### src/design/bcfi_pkg.sv
package bcfi_pkg;

  // frame geometry
  localparam int unsigned CORE_LEN    = 7;    // command, type, selector, four value bytes
  localparam int unsigned SER_LEN     = 9;    // address + core + checksum
  localparam logic [3:0]  CNT_RST     = 4'h0; // byte counter after reset

  // status codes placed in the reply
  localparam logic [7:0] ST_OK        = 8'h64; // 100: executed
  localparam logic [7:0] ST_STORED    = 8'h65; // 101: loaded into program memory
  localparam logic [7:0] ST_CHKSUM    = 8'h01;
  localparam logic [7:0] ST_BAD_CMD   = 8'h02;
  localparam logic [7:0] ST_BAD_TYPE  = 8'h03;
  localparam logic [7:0] ST_BAD_VALUE = 8'h04;
  localparam logic [7:0] ST_LOCKED    = 8'h05;
  localparam logic [7:0] ST_NOT_AVAIL = 8'h06;

  // inter-byte timeout
  localparam int unsigned CLK_HZ        = 10_000_000;
  localparam int unsigned GAP_TIMEOUT_US = 200;
  localparam int unsigned GAP_CYCLES    = (GAP_TIMEOUT_US * (CLK_HZ / 1_000_000));
  localparam logic [11:0] GAP_LIMIT     = 12'(GAP_CYCLES);
  localparam logic [11:0] GAP_RST       = 12'h000;

  // program memory
  localparam int unsigned PROG_DEPTH  = 16;
  localparam logic [3:0]  PTR_RST     = 4'h0;

  // decoded seven-byte core command
  typedef struct packed {
    logic [7:0]  code;
    logic [7:0]  kind;
    logic [7:0]  sel;
    logic [31:0] value;
  } bcfi_cmd_type;

  // command handed to the executor
  typedef struct packed {
    logic         valid;
    bcfi_cmd_type cmd;
  } bcfi_exec_req_type;

  // executor answer
  typedef struct packed {
    logic        done;
    logic [7:0]  status;
    logic [31:0] value;
  } bcfi_exec_rsp_type;

  // one byte on a link
  typedef struct packed {
    logic       valid;
    logic [7:0] data;
  } bcfi_byte_type;

  typedef enum logic [2:0] {
    S_RECV,
    S_EXEC,
    S_STORE,
    S_SEND,
    S_RUN
  } bcfi_state_type;

endpackage : bcfi_pkg

### src/design/bcfi_top.sv
`timescale 1ns/1ps
`default_nettype none

module bcfi_top (
  input  wire logic                       core_clk_in,   // 10 mhz system clock
  input  wire logic                       rst_in,        // synchronous, active high
  input  wire logic                       can_mode_in,   // 1: can framing, 0: serial/usb framing
  input  wire logic [7:0]                 module_addr_in,// own address on serial links
  input  wire logic [7:0]                 reply_addr_in, // host address placed first in serial replies
  input  wire logic                       download_in,   // commands are stored, not executed
  input  wire logic                       run_in,        // pulse: start stored program
  input  wire bcfi_pkg::bcfi_byte_type    rx_in,         // received byte stream
  input  wire logic                       tx_ready_in,   // link can take a reply byte
  input  wire bcfi_pkg::bcfi_exec_rsp_type exec_rsp_in,  // executor answer
  output logic                            tx_valid_out,  // reply byte present
  output logic [7:0]                      tx_data_out,   // reply byte
  output logic                            tx_last_out,   // final reply byte
  output bcfi_pkg::bcfi_exec_req_type     exec_req_out,  // command to execute
  output logic                            running_out,   // standalone program active
  output logic [3:0]                      prog_len_out   // commands held in program memory
);

  // sum of bytes modulo 256, used on receive and transmit
  function automatic logic [7:0] add8(input logic [7:0] a, input logic [7:0] b);
    add8 = 8'(a + b);
  endfunction : add8

  // all state of the block except the program memory
  typedef struct packed {
    bcfi_pkg::bcfi_state_type state;
    logic [3:0]               rx_cnt;   // bytes of frame taken so far
    logic [7:0]               rx_sum;   // running checksum
    logic [71:0]              rx_buf;   // bytes shifted in
    logic                     for_me;   // address byte matched
    logic [11:0]              gap;      // cycles since last byte
    bcfi_pkg::bcfi_cmd_type   cmd;      // latched command
    logic [7:0]               status;   // reply status
    logic [31:0]              rvalue;   // reply value
    logic [71:0]              tx_buf;   // reply frame
    logic [3:0]               tx_cnt;   // reply bytes left
    logic [7:0]               tx_sum;   // reply checksum accumulator
    logic                     req;      // executor request pending
    logic [3:0]               wr_ptr;   // program length
    logic [3:0]               rd_ptr;   // standalone fetch pointer
    logic                     busy;     // standalone command in flight
  } bcfi_state_r_type;

  bcfi_state_r_type st_r;
  bcfi_state_r_type st_nxt;

  // program memory; a handful of commands is enough for this block
  bcfi_pkg::bcfi_cmd_type prog_mem [bcfi_pkg::PROG_DEPTH];
  logic                   prog_we;

  logic [3:0]             frame_len;  // length of the current frame format
  logic [55:0]            core_bytes; // received core, oldest byte highest
  logic [7:0]             rx_chk;     // checksum byte as received

  // framing selection: can drops address and checksum
  always_comb begin
    frame_len  = can_mode_in ? 4'(bcfi_pkg::CORE_LEN) : 4'(bcfi_pkg::SER_LEN);
    rx_chk     = st_r.rx_buf[7:0];
    core_bytes = can_mode_in ? st_r.rx_buf[55:0] : st_r.rx_buf[63:8];
  end

  // next-state logic for the whole interpreter
  always_comb begin
    st_nxt  = st_r;
    prog_we = 1'b0;
    unique case (st_r.state)
      bcfi_pkg::S_RECV: begin
        // timeout on a partial frame: drop and wait for a fresh first byte
        if (rx_in.valid) begin
          st_nxt.gap = bcfi_pkg::GAP_RST;
        end else if (st_r.rx_cnt != bcfi_pkg::CNT_RST) begin
          st_nxt.gap = 12'(st_r.gap + 12'h001);
          if (st_r.gap >= bcfi_pkg::GAP_LIMIT) begin
            st_nxt.rx_cnt = bcfi_pkg::CNT_RST;
            st_nxt.rx_sum = 8'h00;
            st_nxt.gap    = bcfi_pkg::GAP_RST;
          end
        end
        if (rx_in.valid) begin
          st_nxt.rx_buf = {st_r.rx_buf[63:0], rx_in.data};
          st_nxt.rx_sum = add8(st_r.rx_sum, rx_in.data);
          st_nxt.rx_cnt = 4'(st_r.rx_cnt + 4'h1);
          if (st_r.rx_cnt == bcfi_pkg::CNT_RST) begin
            st_nxt.for_me = can_mode_in || (rx_in.data == module_addr_in);
          end
        end
        // complete frame
        if (st_r.rx_cnt == frame_len) begin
          st_nxt.rx_cnt = bcfi_pkg::CNT_RST;
          st_nxt.rx_sum = 8'h00;
          st_nxt.cmd    = core_bytes;
          if (!st_r.for_me) begin
            st_nxt.state = bcfi_pkg::S_RECV; // other module's frame: stay silent
          end else if (!can_mode_in && (add8(st_r.rx_sum, 8'(~rx_chk + 8'h01)) != rx_chk)) begin
            // sum of the first eight bytes equals rx_sum minus the checksum byte
            st_nxt.status = bcfi_pkg::ST_CHKSUM;
            st_nxt.rvalue = core_bytes[31:0];
            st_nxt.state  = bcfi_pkg::S_SEND;
          end else if (download_in) begin
            st_nxt.state = bcfi_pkg::S_STORE;
          end else begin
            st_nxt.req   = 1'b1;
            st_nxt.state = bcfi_pkg::S_EXEC;
          end
        end
        // start a stored program when idle
        if (run_in && st_r.rx_cnt == bcfi_pkg::CNT_RST && !rx_in.valid && st_r.wr_ptr != bcfi_pkg::PTR_RST) begin
          st_nxt.rd_ptr = bcfi_pkg::PTR_RST;
          st_nxt.state  = bcfi_pkg::S_RUN;
        end
      end
      bcfi_pkg::S_STORE: begin
        prog_we       = (st_r.wr_ptr != 4'hf);
        st_nxt.wr_ptr = prog_we ? 4'(st_r.wr_ptr + 4'h1) : st_r.wr_ptr;
        st_nxt.status = bcfi_pkg::ST_STORED;
        st_nxt.rvalue = st_r.cmd.value;
        st_nxt.state  = bcfi_pkg::S_SEND;
      end
      bcfi_pkg::S_EXEC: begin
        st_nxt.req = 1'b0;
        // reply waits for the executor to finish the command
        if (exec_rsp_in.done) begin
          st_nxt.status = exec_rsp_in.status; // executor gives 100 or 2..6
          st_nxt.rvalue = exec_rsp_in.value;
          st_nxt.state  = bcfi_pkg::S_SEND;
        end
      end
      bcfi_pkg::S_RUN: begin
        // standalone: feed stored commands, no reply is sent
        // busy holds the next fetch back until done; a bare req flag would refire every other cycle
        st_nxt.req = 1'b0;
        if (!st_r.busy) begin
          st_nxt.cmd  = prog_mem[st_r.rd_ptr];
          st_nxt.req  = 1'b1;
          st_nxt.busy = 1'b1;
        end else if (exec_rsp_in.done && !st_r.req) begin
          st_nxt.busy   = 1'b0;
          st_nxt.rd_ptr = 4'(st_r.rd_ptr + 4'h1);
          if (4'(st_r.rd_ptr + 4'h1) == st_r.wr_ptr) begin
            st_nxt.state = bcfi_pkg::S_RECV;
          end
        end
      end
      bcfi_pkg::S_SEND: begin
        if (st_r.tx_cnt == 4'h0) begin
          // build reply frame once, oldest byte highest
          st_nxt.tx_buf = {reply_addr_in, module_addr_in, st_r.status, st_r.cmd.code, st_r.rvalue, 8'h00};
          st_nxt.tx_cnt = frame_len;
          st_nxt.tx_sum = 8'h00;
          if (can_mode_in) begin
            st_nxt.tx_buf = {st_r.status, st_r.cmd.code, st_r.rvalue, 24'h000000}; // pad byte then fill
          end
        end else if (tx_ready_in) begin
          st_nxt.tx_buf = {st_r.tx_buf[63:0], 8'h00};
          st_nxt.tx_sum = add8(st_r.tx_sum, st_r.tx_buf[71:64]);
          st_nxt.tx_cnt = 4'(st_r.tx_cnt - 4'h1);
          if (st_r.tx_cnt == 4'h1) begin
            st_nxt.state = bcfi_pkg::S_RECV;
          end
        end
      end
      default: st_nxt.state = bcfi_pkg::S_RECV;
    endcase
  end

  // register the state
  always_ff @(posedge core_clk_in) begin
    if (rst_in) begin
      st_r        <= '0;
      st_r.state  <= bcfi_pkg::S_RECV;
      st_r.rx_cnt <= bcfi_pkg::CNT_RST;
      st_r.gap    <= bcfi_pkg::GAP_RST;
      st_r.wr_ptr <= bcfi_pkg::PTR_RST;
    end else begin
      st_r <= st_nxt;
    end
  end

  // program store write port
  always_ff @(posedge core_clk_in) begin
    if (prog_we) begin
      prog_mem[st_r.wr_ptr] <= st_r.cmd;
    end
  end

  // reply byte drive; checksum substitutes the last serial byte
  always_comb begin
    tx_valid_out = (st_r.state == bcfi_pkg::S_SEND) && (st_r.tx_cnt != 4'h0);
    tx_last_out  = tx_valid_out && (st_r.tx_cnt == 4'h1);
    tx_data_out  = st_r.tx_buf[71:64];
    if (tx_last_out && !can_mode_in) begin
      tx_data_out = st_r.tx_sum;
    end
    exec_req_out.valid = st_r.req;
    exec_req_out.cmd   = st_r.cmd;
    running_out        = (st_r.state == bcfi_pkg::S_RUN);
    prog_len_out       = st_r.wr_ptr;
  end

  // a reply byte only goes out while sending
  a_tx_only_send: assert property (@(posedge core_clk_in) disable iff (rst_in)
    tx_valid_out |-> st_r.state == bcfi_pkg::S_SEND)
    else $error("reply byte outside send state");

  // downloaded commands answer 101
  a_store_status: assert property (@(posedge core_clk_in) disable iff (rst_in)
    st_r.state == bcfi_pkg::S_STORE |=> st_r.status == bcfi_pkg::ST_STORED)
    else $error("stored command without status 101");

  // serial reply has nine bytes
  a_serial_len: assert property (@(posedge core_clk_in) disable iff (rst_in)
    (st_r.state == bcfi_pkg::S_SEND && st_r.tx_cnt == 4'h0 && !can_mode_in) |=> st_r.tx_cnt == 4'h9)
    else $error("serial reply length wrong");

  // can reply has seven bytes
  a_can_len: assert property (@(posedge core_clk_in) disable iff (rst_in)
    (st_r.state == bcfi_pkg::S_SEND && st_r.tx_cnt == 4'h0 && can_mode_in) |=> st_r.tx_cnt == 4'h7)
    else $error("can reply length wrong");

  // last serial byte is the sum of the eight before it
  a_reply_sum: assert property (@(posedge core_clk_in) disable iff (rst_in)
    (tx_last_out && !can_mode_in) |-> tx_data_out == st_r.tx_sum)
    else $error("reply checksum wrong");

  // reply only after executor done
  a_exec_wait: assert property (@(posedge core_clk_in) disable iff (rst_in)
    (st_r.state == bcfi_pkg::S_EXEC && !exec_rsp_in.done) |=> st_r.state == bcfi_pkg::S_EXEC)
    else $error("left execute before done");

  // a bad serial checksum goes straight to an error reply
  a_bad_sum: assert property (@(posedge core_clk_in) disable iff (rst_in)
    (st_r.state == bcfi_pkg::S_RECV && st_nxt.state == bcfi_pkg::S_SEND) |=> st_r.status == bcfi_pkg::ST_CHKSUM)
    else $error("checksum error status missing");

  // stalled partial frame is dropped
  a_gap_drop: assert property (@(posedge core_clk_in) disable iff (rst_in)
    (st_r.state == bcfi_pkg::S_RECV && st_r.gap >= bcfi_pkg::GAP_LIMIT && !rx_in.valid
     && st_r.rx_cnt != frame_len && !run_in) |=> st_r.rx_cnt == bcfi_pkg::CNT_RST)
    else $error("partial frame not discarded");

  // a standalone request is a single pulse, low again in the cycle after it is raised
  a_run_one_req: assert property (@(posedge core_clk_in) disable iff (rst_in)
    (st_r.state == bcfi_pkg::S_RUN && st_r.req) |=> !st_r.req)
    else $error("standalone request held or repeated");

  // every executor request is one cycle long
  a_req_pulse: assert property (@(posedge core_clk_in) disable iff (rst_in)
    exec_req_out.valid |=> !exec_req_out.valid)
    else $error("executor request longer than one cycle");

  // executor status reaches the reply unchanged
  a_exec_status: assert property (@(posedge core_clk_in) disable iff (rst_in)
    (st_r.state == bcfi_pkg::S_EXEC && exec_rsp_in.done) |=> st_r.status == $past(exec_rsp_in.status))
    else $error("executor status lost");

  // can frames are never refused for a checksum
  a_can_no_sum: assert property (@(posedge core_clk_in) disable iff (rst_in)
    (st_r.state == bcfi_pkg::S_RECV && can_mode_in && st_r.rx_cnt == frame_len) |=> st_r.state != bcfi_pkg::S_SEND)
    else $error("can frame given a checksum error");

  // a frame for another module leaves the receiver idle and silent
  a_addr_silent: assert property (@(posedge core_clk_in) disable iff (rst_in)
    (st_r.state == bcfi_pkg::S_RECV && st_r.rx_cnt == frame_len && !st_r.for_me) |=> st_r.state == bcfi_pkg::S_RECV)
    else $error("reply to a frame for another module");

  // a serial reply opens with the host address
  a_reply_lead: assert property (@(posedge core_clk_in) disable iff (rst_in)
    (tx_valid_out && !can_mode_in && st_r.tx_cnt == 4'h9) |-> tx_data_out == reply_addr_in)
    else $error("serial reply does not start with host address");

  // a can reply opens with the status byte
  a_can_lead: assert property (@(posedge core_clk_in) disable iff (rst_in)
    (tx_valid_out && can_mode_in && st_r.tx_cnt == 4'h7) |-> tx_data_out == st_r.status)
    else $error("can reply does not start with status");

  // the gap counter never runs past its limit, so the drop cannot be skipped
  a_gap_bound: assert property (@(posedge core_clk_in) disable iff (rst_in)
    st_r.gap <= bcfi_pkg::GAP_LIMIT)
    else $error("gap counter beyond limit");

endmodule : bcfi_top

`default_nettype wire

### config.mk
export PLATFORM = sky130hd
export DESIGN_NAME = bcfi_top
export DESIGN_NICKNAME = d
export VERILOG_FILES = /design/src/design/bcfi_pkg.sv /design/src/design/bcfi_top.sv
export SDC_FILE = /design/constraint.sdc
export NUM_CORES = 2
export LEC_CHECK = 0
export BUFFER_PORTS_ARGS = -buffer_cell sky130_fd_sc_hd__buf_4
export CAP_MARGIN = 40
export CORE_ASPECT_RATIO = 1.5
export CORE_MARGIN = 2
export CORE_UTILIZATION = 65
export DETAILED_ROUTE_END_ITERATION = 8
export PLACE_DENSITY = 0.9
export SYNTH_ARGS = -nofsm -noshare
export SYNTH_HDL_FRONTEND = slang
export SYNTH_SLANG_ARGS = --single-unit
### constraint.sdc
create_clock -name core_clk_in -period 9.1 [get_ports core_clk_in]
set_input_delay 0.91 -clock core_clk_in [delete_from_list [all_inputs] [get_ports core_clk_in]]
set_output_delay 0.91 -clock core_clk_in [all_outputs]
set_load 0.05 [all_outputs]
==> out/summary.txt <==
RUN STATUS
---------------------------------------------------------------------------------
Outcome                                                              finished with violations
Violated checks                                                      design-rule violations

SYNTH
---------------------------------------------------------------------------------
Number of flops mapped to enable cells by yosys                               896
Synthesis Warnings                                                              0
Count of mapped cells out of synthesis                                       3131
Register bit total from synthesis                                            1174
Cell Area, Synth                                                        48100 um2
Post-synthesis area per instance                                         15.4 um2
Count of different cell masters after synthesis                                62
Primary FF master, synth                                                 edfxtp_1
Post-synth ARST share                                                           0
Share of synthesized area occupied by flip-flops and latches                0.675

STA
---------------------------------------------------------------------------------
Final hold viol count                                                           0
Number of failing setup endpoints in the final timing report                    0
Worst hold slack                                                         0.471 ns
Setup TNS                                                                    0 ns
Headroom to the max-slew limit                                             0.0452
Worst-Margin Slew                                                         1.43 ns
Minimum clock period after layout                                         4.41 ns
Final worst setup slack                                                   4.69 ns
Share of the cycle needed by the critical path after routing                0.485
Final Skew                                                              0.0460 ns
Setup repair after global routing missed its margin                         false
Total count of max-transition violations in the final report                    0
Max Clk Rate                                                            0.227 GHz

WORST SETUP PATH
---------------------------------------------------------------------------------
Worst Path Max Fanout                                                           9
Element type at the critical path start                                 flip-flop
Worst reg2reg startpoint                                             st_r[288]$_SDFFE_PP0P_
Sort of element at the end of the critical path                      primary output
Endpoint of the most critical register-to-register path              prog_mem[7][43]$_DFFE_PP_
Minimum setup slack among reg-to-reg paths                                5.14 ns
Length in cells of the worst reg-to-reg path                                    6
Arrival time of data at the critical path endpoint                        3.50 ns
Worst setup startpoint                                               st_r[18]$_SDFFE_PP0P_
Worst setup path endpoint                                            tx_data_out[7]
Type of the setup path with the least slack                            reg -> out
Endpoint required time on the critical path                               8.19 ns

PLACE
---------------------------------------------------------------------------------
Post-DP HPWL                                                             73300 um
Worst slack, placed                                                       5.45 ns
Input/output buffers                                                          143
GPL Wtd Cong                                                                0.888

ROUTING
---------------------------------------------------------------------------------
Total vias in the final route                                               30.9k
Final routed DRC violation total                                                2
Total Wirelength                                                        138000 um
Wire per inst                                                             32.2 um
1st-pass router iterations                                                      9
Starting DRT DRC Count                                                       5371
Post-detailed-route count of antenna-violating nets                             0
Vias per cell                                                                7.21

CELLS AND AREA
---------------------------------------------------------------------------------
Share of post-route cells with drive strength above 1                       0.206
Area of the multi-input gates                                           14400 um2
Relative area change from synthesis to final layout                         11.2%
Nets                                                                         3326
Area of all sequential standard cells                                   32500 um2
Fill cell count                                                              3921

FLOORPLANNING
---------------------------------------------------------------------------------
Number of cell rows                                                           122
Die Width                                                                  226 um
Area of the placeable core                                              73600 um2
Effective utilization at floorplan                                          0.654
Die Ht                                                                     337 um
Number of top-level pins                                                      144
Die area                                                                76300 um2

CTS
---------------------------------------------------------------------------------
Sinks on Clock Net                                                           1174
CTS tree                                                                     done
Count of hold buffers inserted by post-cts repair                               0
Clk pin slew, worst setup/hold paths                                      0.07 ns
Number of H-tree levels                                                         3
Buffer type at the clock tree root                                      clkbuf_16
Source-to-sink clock delay at the later pin of the worst-skew pair        0.72 ns
Post-CTS Resized                                                                0
Post-CTS setup buffers                                                          0
Buffers from clock root to sink, at most                                        3
Number of buffers created by CTS                                               96

GLOBAL ROUTING
---------------------------------------------------------------------------------
Total global routing overflow                                                   0
Antenna violations before repair                                                6
Via count of the first global-routing pass                                  31.0k
Pin count of the biggest net entering global routing                          166
First-pass GRT wire length                                              202000 um
GRT Resource Usage Total                                                    0.367

POWER AND IR DROP
---------------------------------------------------------------------------------
Standby leakage power                                                     18.7 nW
Total power per unit cell area                                         192 nW/um2
Total Power Consumption                                                   10.3 mW
Worst vdd rail ir drop                                                     160 uV

HOLD PATH
---------------------------------------------------------------------------------
Classification of the worst-slack hold path                            reg -> reg

JOB
---------------------------------------------------------------------------------
Max-Cap Viols                                                                   0

worst max-delay path: stages, from the launching register on:
cell and delay (ns):
dfxtp_1 0.41, inv_1 0.09, ha_1 0.26, nor4b_1 0.57
and2_1 0.24, nor2b_1 0.62, mux2_2 0.42, buf_4 0.19
layout by cell type, fill, tap and decap left out, types with 7 or more instances in the layout:
| cell type | count |
|---|---|
| a211oi_1 | 55 |
| a21oi_1 | 269 |
| a222oi_1 | 8 |
| a22oi_1 | 21 |
| buf_12 | 9 |
| buf_16 | 15 |
| buf_4 | 176 |
| bufinv_16 | 8 |
| clkbuf_1 | 17 |
| clkbuf_16 | 100 |
| clkinv_1 | 10 |
| clkinv_2 | 21 |
| conb_1 | 56 |
| dfxtp_1 | 273 |
| edfxtp_1 | 896 |
| ha_1 | 32 |
| inv_1 | 55 |
| mux2_2 | 8 |
| mux2i_1 | 108 |
| mux4_2 | 280 |
| nand2_1 | 215 |
| nand2b_1 | 13 |
| nand3_1 | 13 |
| nand4_1 | 7 |
| nor2_1 | 269 |
| nor2_4 | 8 |
| nor3_1 | 13 |
| o21ai_0 | 42 |
| o21ai_1 | 69 |
| o22a_1 | 32 |
| or3_1 | 41 |
| xnor2_1 | 18 |
| xor2_1 | 24 |
Yosys cell counts, types with 7 or more instances:
master	n	area, um2
xor2_1	24	210
inv_1	55	206
mux4_2	280	6310
ha_1	32	400
o21ai_1	70	350
buf_6	7	78.8
dfxtp_1	278	5570
buf_2	28	140
nor2_1	277	1040
and2_1	8	50.1
o21ai_0	42	210
nand4_1	7	43.8
clkbuf_1	142	533
nor3_1	17	85.1
edfxtp_1	896	26900
nand3_1	13	65.1
o22a_1	32	280
nand2_1	217	815
xnor2_1	18	158
a22oi_1	21	158
mux2_2	8	90.1
buf_4	62	465
or3_1	41	257
a21oi_1	271	1360
buf_1	28	105
nand2b_1	14	87.6
a211oi_1	55	413
a222oi_1	8	80.1
mux2i_1	108	1080
worst min-delay path by stage:
stage                     slack, ns                   start                endpoint  depth (start not counted)
after floorplan                0.43  st_r[202]$_SDFFE_PP0P_  st_r[202]$_SDFFE_PP0P_                          2
after global placement         0.44  st_r[264]$_SDFFE_PP0P_  st_r[264]$_SDFFE_PP0P_                          2
after detailed placement       0.45  st_r[262]$_SDFFE_PP0P_  st_r[262]$_SDFFE_PP0P_                          2
after CTS                      0.46             download_in  st_r[287]$_SDFFE_PP0P_                          2
after global routing           0.48             download_in  st_r[287]$_SDFFE_PP0P_                          2
final                          0.47  st_r[200]$_SDFFE_PP0P_  st_r[200]$_SDFFE_PP0P_                          2
per-stage QoR:
step	util	area, um2	instances
after floorplan	-	48300	3186
after global placement	0.677	49800	4091
after detailed placement	0.684	50300	4111
after CTS	0.727	53500	4291
after global routing	0.727	53500	4293
final	0.727	53500	4294
logic make-up after synthesis:
family | count (synthesis) | share of synthesized area
compound gates | 527 | 0.0638
xor+xnor | 43 | 0.00798
fa+ha+maj | 35 | 0.00957
buf+inv | 323 | 0.0319
flops | 1174 | 0.675
mux | 396 | 0.155
other cells | 1 | 0.0000779
simple gates | 632 | 0.0564
metal layers:
metal | wire length (um) | track usage | share of wire
met1 | 43400 | 0.447 | 0.31
met2 | 65500 | 0.580 | 0.47
met3 | 18300 | 0.101 | 0.13
met4 | 10900 | 0.240 | 0.079
met5 | 60 | 0 | 0.00043
power by group:
group,total (mW),switching [mW],leakage [nW],internal (mW)
registers,5.72,0.0197,11.5,5.70
logic,0.274,0.169,5.60,0.105
clock network,4.27,1.97,1.55,2.30
total,10.3,2.16,18.7,8.11
flip-flops by register name, indices dropped and copies added (netlist names), named ones only:
name,count
st_r,205
rx_chk,8
prog_mem,896
exec_req_out,57
prog_len_out,4
cell type report:
| type | count | share of cell area |
|---|---|---|
| inverters | 55 | 0.00386 |
| repair buffers | 203 | 0.0364 |
| clock inverters | 56 | 0.00982 |
| clock buffers | 124 | 0.0494 |
| flip-flops and latches | 1174 | 0.607 |
| diodes | 1 | 0.0000468 |
| well taps | 992 | 0.0232 |
| multi-input cells | 1689 | 0.270 |
Power figures use the tool's default switching activity.
